## src/shared/bcp_pkg.sv

```systemverilog
package bcp_pkg;

	typedef logic [1:0] bcp_width_t;

	localparam bcp_width_t BCP_WIDTH_8  = 2'h0;
	localparam bcp_width_t BCP_WIDTH_16 = 2'h1;
	localparam bcp_width_t BCP_WIDTH_32 = 2'h2;

	// chip-select region codes
	localparam logic [2:0] BCP_REGION_BOOT = 3'h0;
	localparam logic [2:0] BCP_REGION_LAST = 3'h5;

	// gap lengths in bus clocks
	localparam int         BCP_IDLE_CLKS  = 2;
	localparam int         BCP_ADDR_CLKS  = 1;
	localparam logic [1:0] BCP_IDLE_LOAD  = 2'(BCP_IDLE_CLKS - 1);

	// strap capture: the straps pass a two-stage synchroniser first
	localparam int         BCP_SYNC_STAGES = 2;
	localparam logic [1:0] BCP_STRAP_TAKE  = 2'(BCP_SYNC_STAGES);
	localparam logic [1:0] BCP_STRAP_DONE  = 2'h3;

	// bit positions in the cache and bus-interface control word
	localparam int BCP_CBI_CACHE_EN_BIT = 7;
	localparam int BCP_CBI_NC_WAIT_LSB  = 8;

	// reset values
	localparam bcp_width_t BCP_BOOT_WIDTH_RST = BCP_WIDTH_32;
	localparam logic       BCP_SYNC_HIGH_RST  = 1'h1;

	typedef struct packed {
		logic       valid;
		logic       write;
		logic       fetch;
		logic [2:0] region;
		logic       internal_cacheable;
	} bcp_req_t;

	typedef struct packed {
		logic       cache_enable;
		logic [1:0] nc_wait;
		logic       internal_sel;
	} bcp_cache_ctrl_t;

	typedef bcp_width_t [5:1] bcp_region_widths_t;

endpackage

```

## src/hw/bcp_sync.sv

```systemverilog
module bcp_sync #(
	parameter int   WIDTH     = 1,
	parameter logic RESET_VAL = 1'h1
) (
	input  wire logic             clk_in,
	input  wire logic             reset_n_in,
	input  wire logic [WIDTH-1:0] async_in,
	output logic      [WIDTH-1:0] sync_out
);
	logic [WIDTH-1:0] stage1;

	// stage1 is read only by the second flop
	always_ff @(posedge clk_in or negedge reset_n_in) begin
		if (!reset_n_in) begin
			stage1   <= {WIDTH{RESET_VAL}};
			sync_out <= {WIDTH{RESET_VAL}};
		end else begin
			stage1   <= async_in;
			sync_out <= stage1;
		end
	end
endmodule

```

## src/hw/bcp_top.sv

```systemverilog
module bcp_top
	import bcp_pkg::*;
(
	input  wire logic                        clk_in,
	input  wire logic                        reset_n_in,
	input  wire logic                        idle_insert_select_in,
	input  wire logic                        boot_byte_width_strap_n_in,
	input  wire logic                        boot_half_width_strap_n_in,
	input  wire logic                        external_cacheability_pin_in,
	input  wire logic                        wake_request_n_in,
	input  wire logic                        float_n_in,
	input  wire bcp_pkg::bcp_req_t           req_in,
	input  wire logic                        done_in,
	input  wire logic                        sleep_req_in,
	input  wire bcp_pkg::bcp_cache_ctrl_t    cache_ctrl_in,
	input  wire bcp_pkg::bcp_region_widths_t region_widths_in,
	output logic                             bus_start_out,
	output logic                             idle_gap_out,
	output logic                             addr_only_out,
	output bcp_pkg::bcp_width_t              access_width_out,
	output bcp_pkg::bcp_width_t              boot_width_out,
	output logic                             cacheable_out,
	output logic                             cacheable_valid_out,
	output logic                             sleep_indicator_n_out,
	output logic                             sleep_indicator_oe_out,
	output logic                             pins_oe_out
);
	import bcp_pkg::*;

	typedef enum logic [1:0] {
		BCP_ST_READY,
		BCP_ST_IDLE_GAP,
		BCP_ST_ADDR_GAP,
		BCP_ST_BUSY
	} bcp_state_t;

	logic       idle_sel;
	logic       byte_n;
	logic       half_n;
	logic       cache_pin;
	logic       wake_n;
	logic       float_n;

	// the six pins in u_sync pass two flops, done_in does not; wake is the one that really needs it
	bcp_sync #(
		.WIDTH     (6),
		.RESET_VAL (BCP_SYNC_HIGH_RST)
	) u_sync (
		.clk_in     (clk_in),
		.reset_n_in (reset_n_in),
		.async_in   ({idle_insert_select_in, boot_byte_width_strap_n_in,
		              boot_half_width_strap_n_in,
		              external_cacheability_pin_in, wake_request_n_in,
		              float_n_in}),
		.sync_out   ({idle_sel, byte_n, half_n, cache_pin, wake_n,
		              float_n})
	);

	function automatic bcp_width_t region_width(
		input logic [2:0]         region,
		input bcp_width_t         boot,
		input bcp_region_widths_t table_w
	);
		if (region == BCP_REGION_BOOT)
			return boot;
		else if (region > BCP_REGION_LAST)
			return BCP_WIDTH_32;
		else
			return table_w[region];
	endfunction

	// strap capture
	logic [1:0] cap_cnt;
	logic [1:0] next_cap_cnt;
	bcp_width_t boot_width;
	bcp_width_t next_boot_width;

	always_comb begin
		next_cap_cnt    = cap_cnt;
		next_boot_width = boot_width;
		if (cap_cnt != BCP_STRAP_DONE)
			next_cap_cnt = cap_cnt + 2'h1;
		if (cap_cnt == BCP_STRAP_TAKE) begin
			if (!byte_n)
				next_boot_width = BCP_WIDTH_8;
			else if (!half_n)
				next_boot_width = BCP_WIDTH_16;
			else
				next_boot_width = BCP_WIDTH_32;
		end
	end

	always_ff @(posedge clk_in or negedge reset_n_in) begin
		if (!reset_n_in) begin
			cap_cnt    <= 2'h0;
			boot_width <= BCP_BOOT_WIDTH_RST;
		end else begin
			cap_cnt    <= next_cap_cnt;
			boot_width <= next_boot_width;
		end
	end

	// bus cycle sequencer and sleep
	bcp_state_t state;
	bcp_state_t next_state;
	bcp_req_t   cur;
	bcp_req_t   next_cur;
	logic [1:0] gap_cnt;
	logic [1:0] next_gap_cnt;
	logic       last_boot_ls;
	logic       next_last_boot_ls;
	logic       last_read;
	logic       next_last_read;
	logic       sleep;
	logic       next_sleep;
	logic       launch;
	bcp_width_t next_width;

	always_comb begin
		next_state        = state;
		next_cur          = cur;
		next_gap_cnt      = gap_cnt;
		next_last_boot_ls = last_boot_ls;
		next_last_read    = last_read;
		next_sleep        = sleep;
		launch            = 1'b0;
		case (state)
			BCP_ST_READY: begin
				// sleep is entered only between bus cycles
				if (sleep) begin
					if (!wake_n)
						next_sleep = 1'b0;
				end else if (sleep_req_in) begin
					next_sleep = 1'b1;
				end else if (req_in.valid) begin
					next_cur = req_in;
					if (idle_sel && last_boot_ls) begin
						next_state   = BCP_ST_IDLE_GAP;
						next_gap_cnt = BCP_IDLE_LOAD;
					end else if (!idle_sel && last_read && req_in.write) begin
						next_state = BCP_ST_ADDR_GAP;
					end else begin
						next_state = BCP_ST_BUSY;
						launch     = 1'b1;
					end
				end
			end
			BCP_ST_IDLE_GAP: begin
				if (gap_cnt == 2'h0) begin
					next_state = BCP_ST_BUSY;
					launch     = 1'b1;
				end else begin
					next_gap_cnt = gap_cnt - 2'h1;
				end
			end
			BCP_ST_ADDR_GAP: begin
				next_state = BCP_ST_BUSY;
				launch     = 1'b1;
			end
			BCP_ST_BUSY: begin
				if (done_in) begin
					next_state        = BCP_ST_READY;
					next_last_boot_ls = !cur.fetch &&
					                    cur.region == BCP_REGION_BOOT;
					next_last_read    = !cur.write;
				end
			end
			default: next_state = BCP_ST_READY;
		endcase
		next_width = launch ? region_width(next_cur.region, boot_width,
		                                   region_widths_in)
		                    : access_width_out;
	end

	always_ff @(posedge clk_in or negedge reset_n_in) begin
		if (!reset_n_in) begin
			state            <= BCP_ST_READY;
			cur              <= '0;
			gap_cnt          <= 2'h0;
			last_boot_ls     <= 1'b0;
			last_read        <= 1'b0;
			sleep            <= 1'b0;
			bus_start_out    <= 1'b0;
			idle_gap_out     <= 1'b0;
			addr_only_out    <= 1'b0;
			access_width_out <= BCP_WIDTH_32;
		end else begin
			state            <= next_state;
			cur              <= next_cur;
			gap_cnt          <= next_gap_cnt;
			last_boot_ls     <= next_last_boot_ls;
			last_read        <= next_last_read;
			sleep            <= next_sleep;
			bus_start_out    <= launch;
			idle_gap_out     <= next_state == BCP_ST_IDLE_GAP;
			addr_only_out    <= next_state == BCP_ST_ADDR_GAP;
			access_width_out <= next_width;
		end
	end

	// cacheability qualification
	logic       c_busy;
	logic       next_c_busy;
	logic [1:0] c_cnt;
	logic [1:0] next_c_cnt;
	logic       next_cacheable;
	logic       next_c_valid;
	logic       honour;

	assign honour = cache_ctrl_in.cache_enable && !cache_ctrl_in.internal_sel
	                && !next_cur.fetch;

	always_comb begin
		next_c_busy    = c_busy;
		next_c_cnt     = c_cnt;
		next_cacheable = cacheable_out;
		next_c_valid   = 1'b0;
		if (c_busy) begin
			if (c_cnt == 2'h0) begin
				next_cacheable = cache_pin;
				next_c_valid   = 1'b1;
				next_c_busy    = 1'b0;
			end else begin
				next_c_cnt = c_cnt - 2'h1;
			end
		end else if (launch) begin
			if (honour) begin
				next_c_busy = 1'b1;
				next_c_cnt  = cache_ctrl_in.nc_wait;
			end else begin
				next_cacheable = next_cur.internal_cacheable;
				next_c_valid   = 1'b1;
			end
		end
	end

	always_ff @(posedge clk_in or negedge reset_n_in) begin
		if (!reset_n_in) begin
			c_busy                 <= 1'b0;
			c_cnt                  <= 2'h0;
			cacheable_out          <= 1'b0;
			cacheable_valid_out    <= 1'b0;
			sleep_indicator_n_out  <= 1'b1;
			sleep_indicator_oe_out <= 1'b1;
			pins_oe_out            <= 1'b1;
			boot_width_out         <= BCP_BOOT_WIDTH_RST;
		end else begin
			c_busy                 <= next_c_busy;
			c_cnt                  <= next_c_cnt;
			cacheable_out          <= next_cacheable;
			cacheable_valid_out    <= next_c_valid;
			sleep_indicator_n_out  <= !next_sleep;
			sleep_indicator_oe_out <= float_n;
			pins_oe_out            <= float_n;
			boot_width_out         <= next_boot_width;
		end
	end
endmodule

```

## config.mk

```make
export PLATFORM = sky130hd
export DESIGN_NAME = bcp_top
export DESIGN_NICKNAME = d
export VERILOG_FILES = /design/src/shared/bcp_pkg.sv /design/src/hw/bcp_sync.sv /design/src/hw/bcp_top.sv
export SDC_FILE = /design/constraint.sdc
export NUM_CORES = 1
export LEC_CHECK = 0
export BUFFER_PORTS_ARGS = -buffer_cell sky130_fd_sc_hd__clkbuf_2
export CAP_MARGIN = 20
export CORE_MARGIN = 2
export CORE_UTILIZATION = 36
export CTS_BUF_LIST = sky130_fd_sc_hd__clkbuf_8
export DETAILED_ROUTE_END_ITERATION = 10
export PLACE_DENSITY_LB_ADDON = 0.12
export SLEW_MARGIN = 20
export SYNTH_ARGS = -nofsm -noshare
export SYNTH_HDL_FRONTEND = slang
export SYNTH_SLANG_ARGS = --single-unit
```

## constraint.sdc

```tcl
create_clock -name clk_in -period 4.4 [get_ports clk_in]
set_input_delay 0.88 -clock clk_in [delete_from_list [all_inputs] [get_ports clk_in]]
set_output_delay 0.88 -clock clk_in [all_outputs]
set_load 0.02 [all_outputs]
```

==> out/qor.yml <==
routing:
  drc: 0
  drt_wl_total_um: 3890
  dr_total_vias: 1396
  dr.pass1.iters: 4
  first_iter_violations: 93
  wire_per_inst_um: 13.8
  vias_per_cell: 4.93
  ant_nets: 0
floorplan:
  num_rows: 26
  initial_core_util: 0.372
  fp.dieW_um: 76.4
  coreArea_mm2: 0.00507
  dieArea_mm2: 0.00584
  io_pins: 43
  die_y_um: 76.4
yosys:
  synth_top_area_share: 0.332
  syn_area_per_cell_um2: 11.2
  synth_edf_count: 0
  async_reset_ff_frac: 1.00
  yosysTopAreaCell: "dfrtp_1"
  yosysWarnings: 0
  synth.yosys.seq_area_share: 0.554
  ys_types: 45
  synth_cells: 169
  synth.most_common_cell: "dfrtp_1"
  synth-seq-cells: 41
  ys.flop_type: "dfrtp_1"
  synth_area_mm2: 0.00189
  synth_top_cells_by_area: "dfrtp_1 (33%), dfstp_2 (22%), nand2_1 (3.8%)"
  syn_nets: 204
  synthTopCellsByCount: "dfrtp_1 (25), nand2_1 (19), dfstp_2 (16)"
setup_path:
  crit_family: "simple AND/OR/NAND/NOR gates"
  start_kind: "primary input"
  cp.required_ns: 4.58
  crit_buf_inv: 1
  crit_slowest_cell: "nor2b_1"
  path_cells: "clkbuf_2 -> nor2b_1 -> nand3_1 -> and4b_1 -> o31ai_2 -> mux2_1"
  setup.worst_path.end_class: "flop"
  crit_type: "primary input to flop"
  critPathMaxFanout: 13
  slowest_delay_ns: 0.74
  cp_data_arrival_time_ns: 2.76
global_route:
  grt_pass1_vias: 1417
  overflow: 0
  antenna_found_initial: 0
  grt_start_max_net_pins: 42
  track_usage: 0.146
  grt_pass1_wl_um: 6860
cts:
  cts_root_buf: "clkbuf_8"
  clkLatencyLatePin_ns: 0.29
  clk_pin_slew_worst_paths_ns: 0.08
  cts_resized: 0
  cts.sinks: 41
  cts_tree: "built"
  post_cts_buffers: 0
  clockBufferDepth: 2
  cts_hold_buf: 0
  cts_buffers: 5
  htree_num_levels: 2
finish:
  fin_area_mm2: 0.00225
  layout-drive-gt1-share: 0.347
  syn_to_final_growth_pct: 19.2
  diodes: 0
  multi_input_area_um2: 754
  nets: 247
  regArea_mm2: 0.00105
  n_fill_cell: 500
sta:
  post-route-period-util: 0.587
  layout_setup_ws_ns: 1.82
  finClkSkew_ns: 0.00983
  slew_headroom: 0.369
  fin_hold_ws_ns: 0.347
  tightest_slew_ns: 0.944
  fin_setup_tns_ns: 0
  rsz0062_at_grt: "false"
  min_period_ns: 2.58
  hold_violations: 0
  setup_viol_count_final: 0
  report.final.slew_viol_count: 0
  timing.fmax_mhz: 387
status:
  outcome: "complete, no violations"
placement:
  placed_area_mm2: 0.00216
  dpl.hpwl_um: 2790
  pre_cts_ws_ns: 1.56
  gp_congestion: 0.881
  port_buffers: 42
power:
  p_leak_nw: 1.07
  pwr_density_cell_mw_per_mm2: 586
  ir_drop_mv: 0.266
hold_path:
  hold_class: "flop to flop"
run:
  cap_viol_max_count: 0
[worst paths after layout]
kind	from	end	slack (ns)	cells after the start
worst max-delay path	req_in[6]	cacheable_out$_DFFE_PN0P_	1.82	6
min in group asynchronous	reset_n_in	cacheable_valid_out$_DFF_PN0_	0.71	1
worst min register to register	u_sync.stage1[5]$_DFF_PN1_	u_sync.sync_out[5]$_DFF_PN1_	0.35	0
worst max register to register	state[1]$_DFF_PN0_	cacheable_out$_DFFE_PN0P_	2.13	5
max in group asynchronous	reset_n_in	sleep$_DFF_PN0_	3.11	1
worst min-delay path	u_sync.stage1[5]$_DFF_PN1_	u_sync.sync_out[5]$_DFF_PN1_	0.35	0
[layer usage]
layer	vias up	wire [um]	track usage
li1	680	-	-
met4	0	40	0.0509
met1	666	1820	0.197
met5	-	0	0
met2	46	1840	0.231
met3	4	194	0.0332
[cell families after synthesis]
kind of cell	count (synthesis)	share of synthesized area
flops	41	0.554
mux	8	0.0451
simple gates	58	0.178
fa+ha+maj	4	0.0265
xor+xnor	1	0.00464
buf+inv	21	0.0458
compound gates	36	0.145
[placed cells by master, fill, tap and decap left out, drive strengths merged, types with 4 or more instances in the layout]
cell type	Yosys	routed
nand2	19	19
nand3	5	5
nand2b	9	9
nor2	4	4
clkbuf	5	47
o21ai	12	12
mux2i	4	4
mux2	4	4
dfrtp	25	25
a22oi	4	4
inv	14	16
dfstp	16	16
ha	4	4
[worst reg2reg max path, delay by kind of cell (launching register included)]
kind,cells,cell delay (ns)
flip-flops,1,0.45
multiplexers,3,0.91
AND/OR/NAND/NOR,2,0.81
[sequential cells by signal (all words and copies together), names as in the netlist, 2 cells and up]
register / count
cur: 6
u_sync.sync_out: 6
boot_width_out: 2
c_cnt: 2
access_width_out: 2
state: 2
gap_cnt: 2
u_sync.stage1: 6
cap_cnt: 2
[power by group]
group / internal (W) / switching [W]
logic: 0.000208 / 0.000277
clock network: 0.000123 / 0.000124
registers: 0.000502 / 0.0000850
[stage by stage]
step / std cells / total power (W) / util
after floorplan: 169 / 0.000936 / -
after global placement: 275 / 0.00106 / 0.425
after detailed placement: 275 / 0.00108 / 0.425
after CTS: 283 / 0.00133 / 0.443
after global routing: 283 / 0.00142 / 0.443
final: 283 / 0.00132 / 0.443
[final cells by class]
type	count	area share
Clock buffer	6	0.0367
Clock inverter	2	0.00334
Inverter	14	0.0234
Multi-Input combinational cell	107	0.336
Sequential cell	41	0.465
Tap cell	70	0.0390
Timing Repair Buffer	43	0.0968
(Power assumes the default switching activity.)
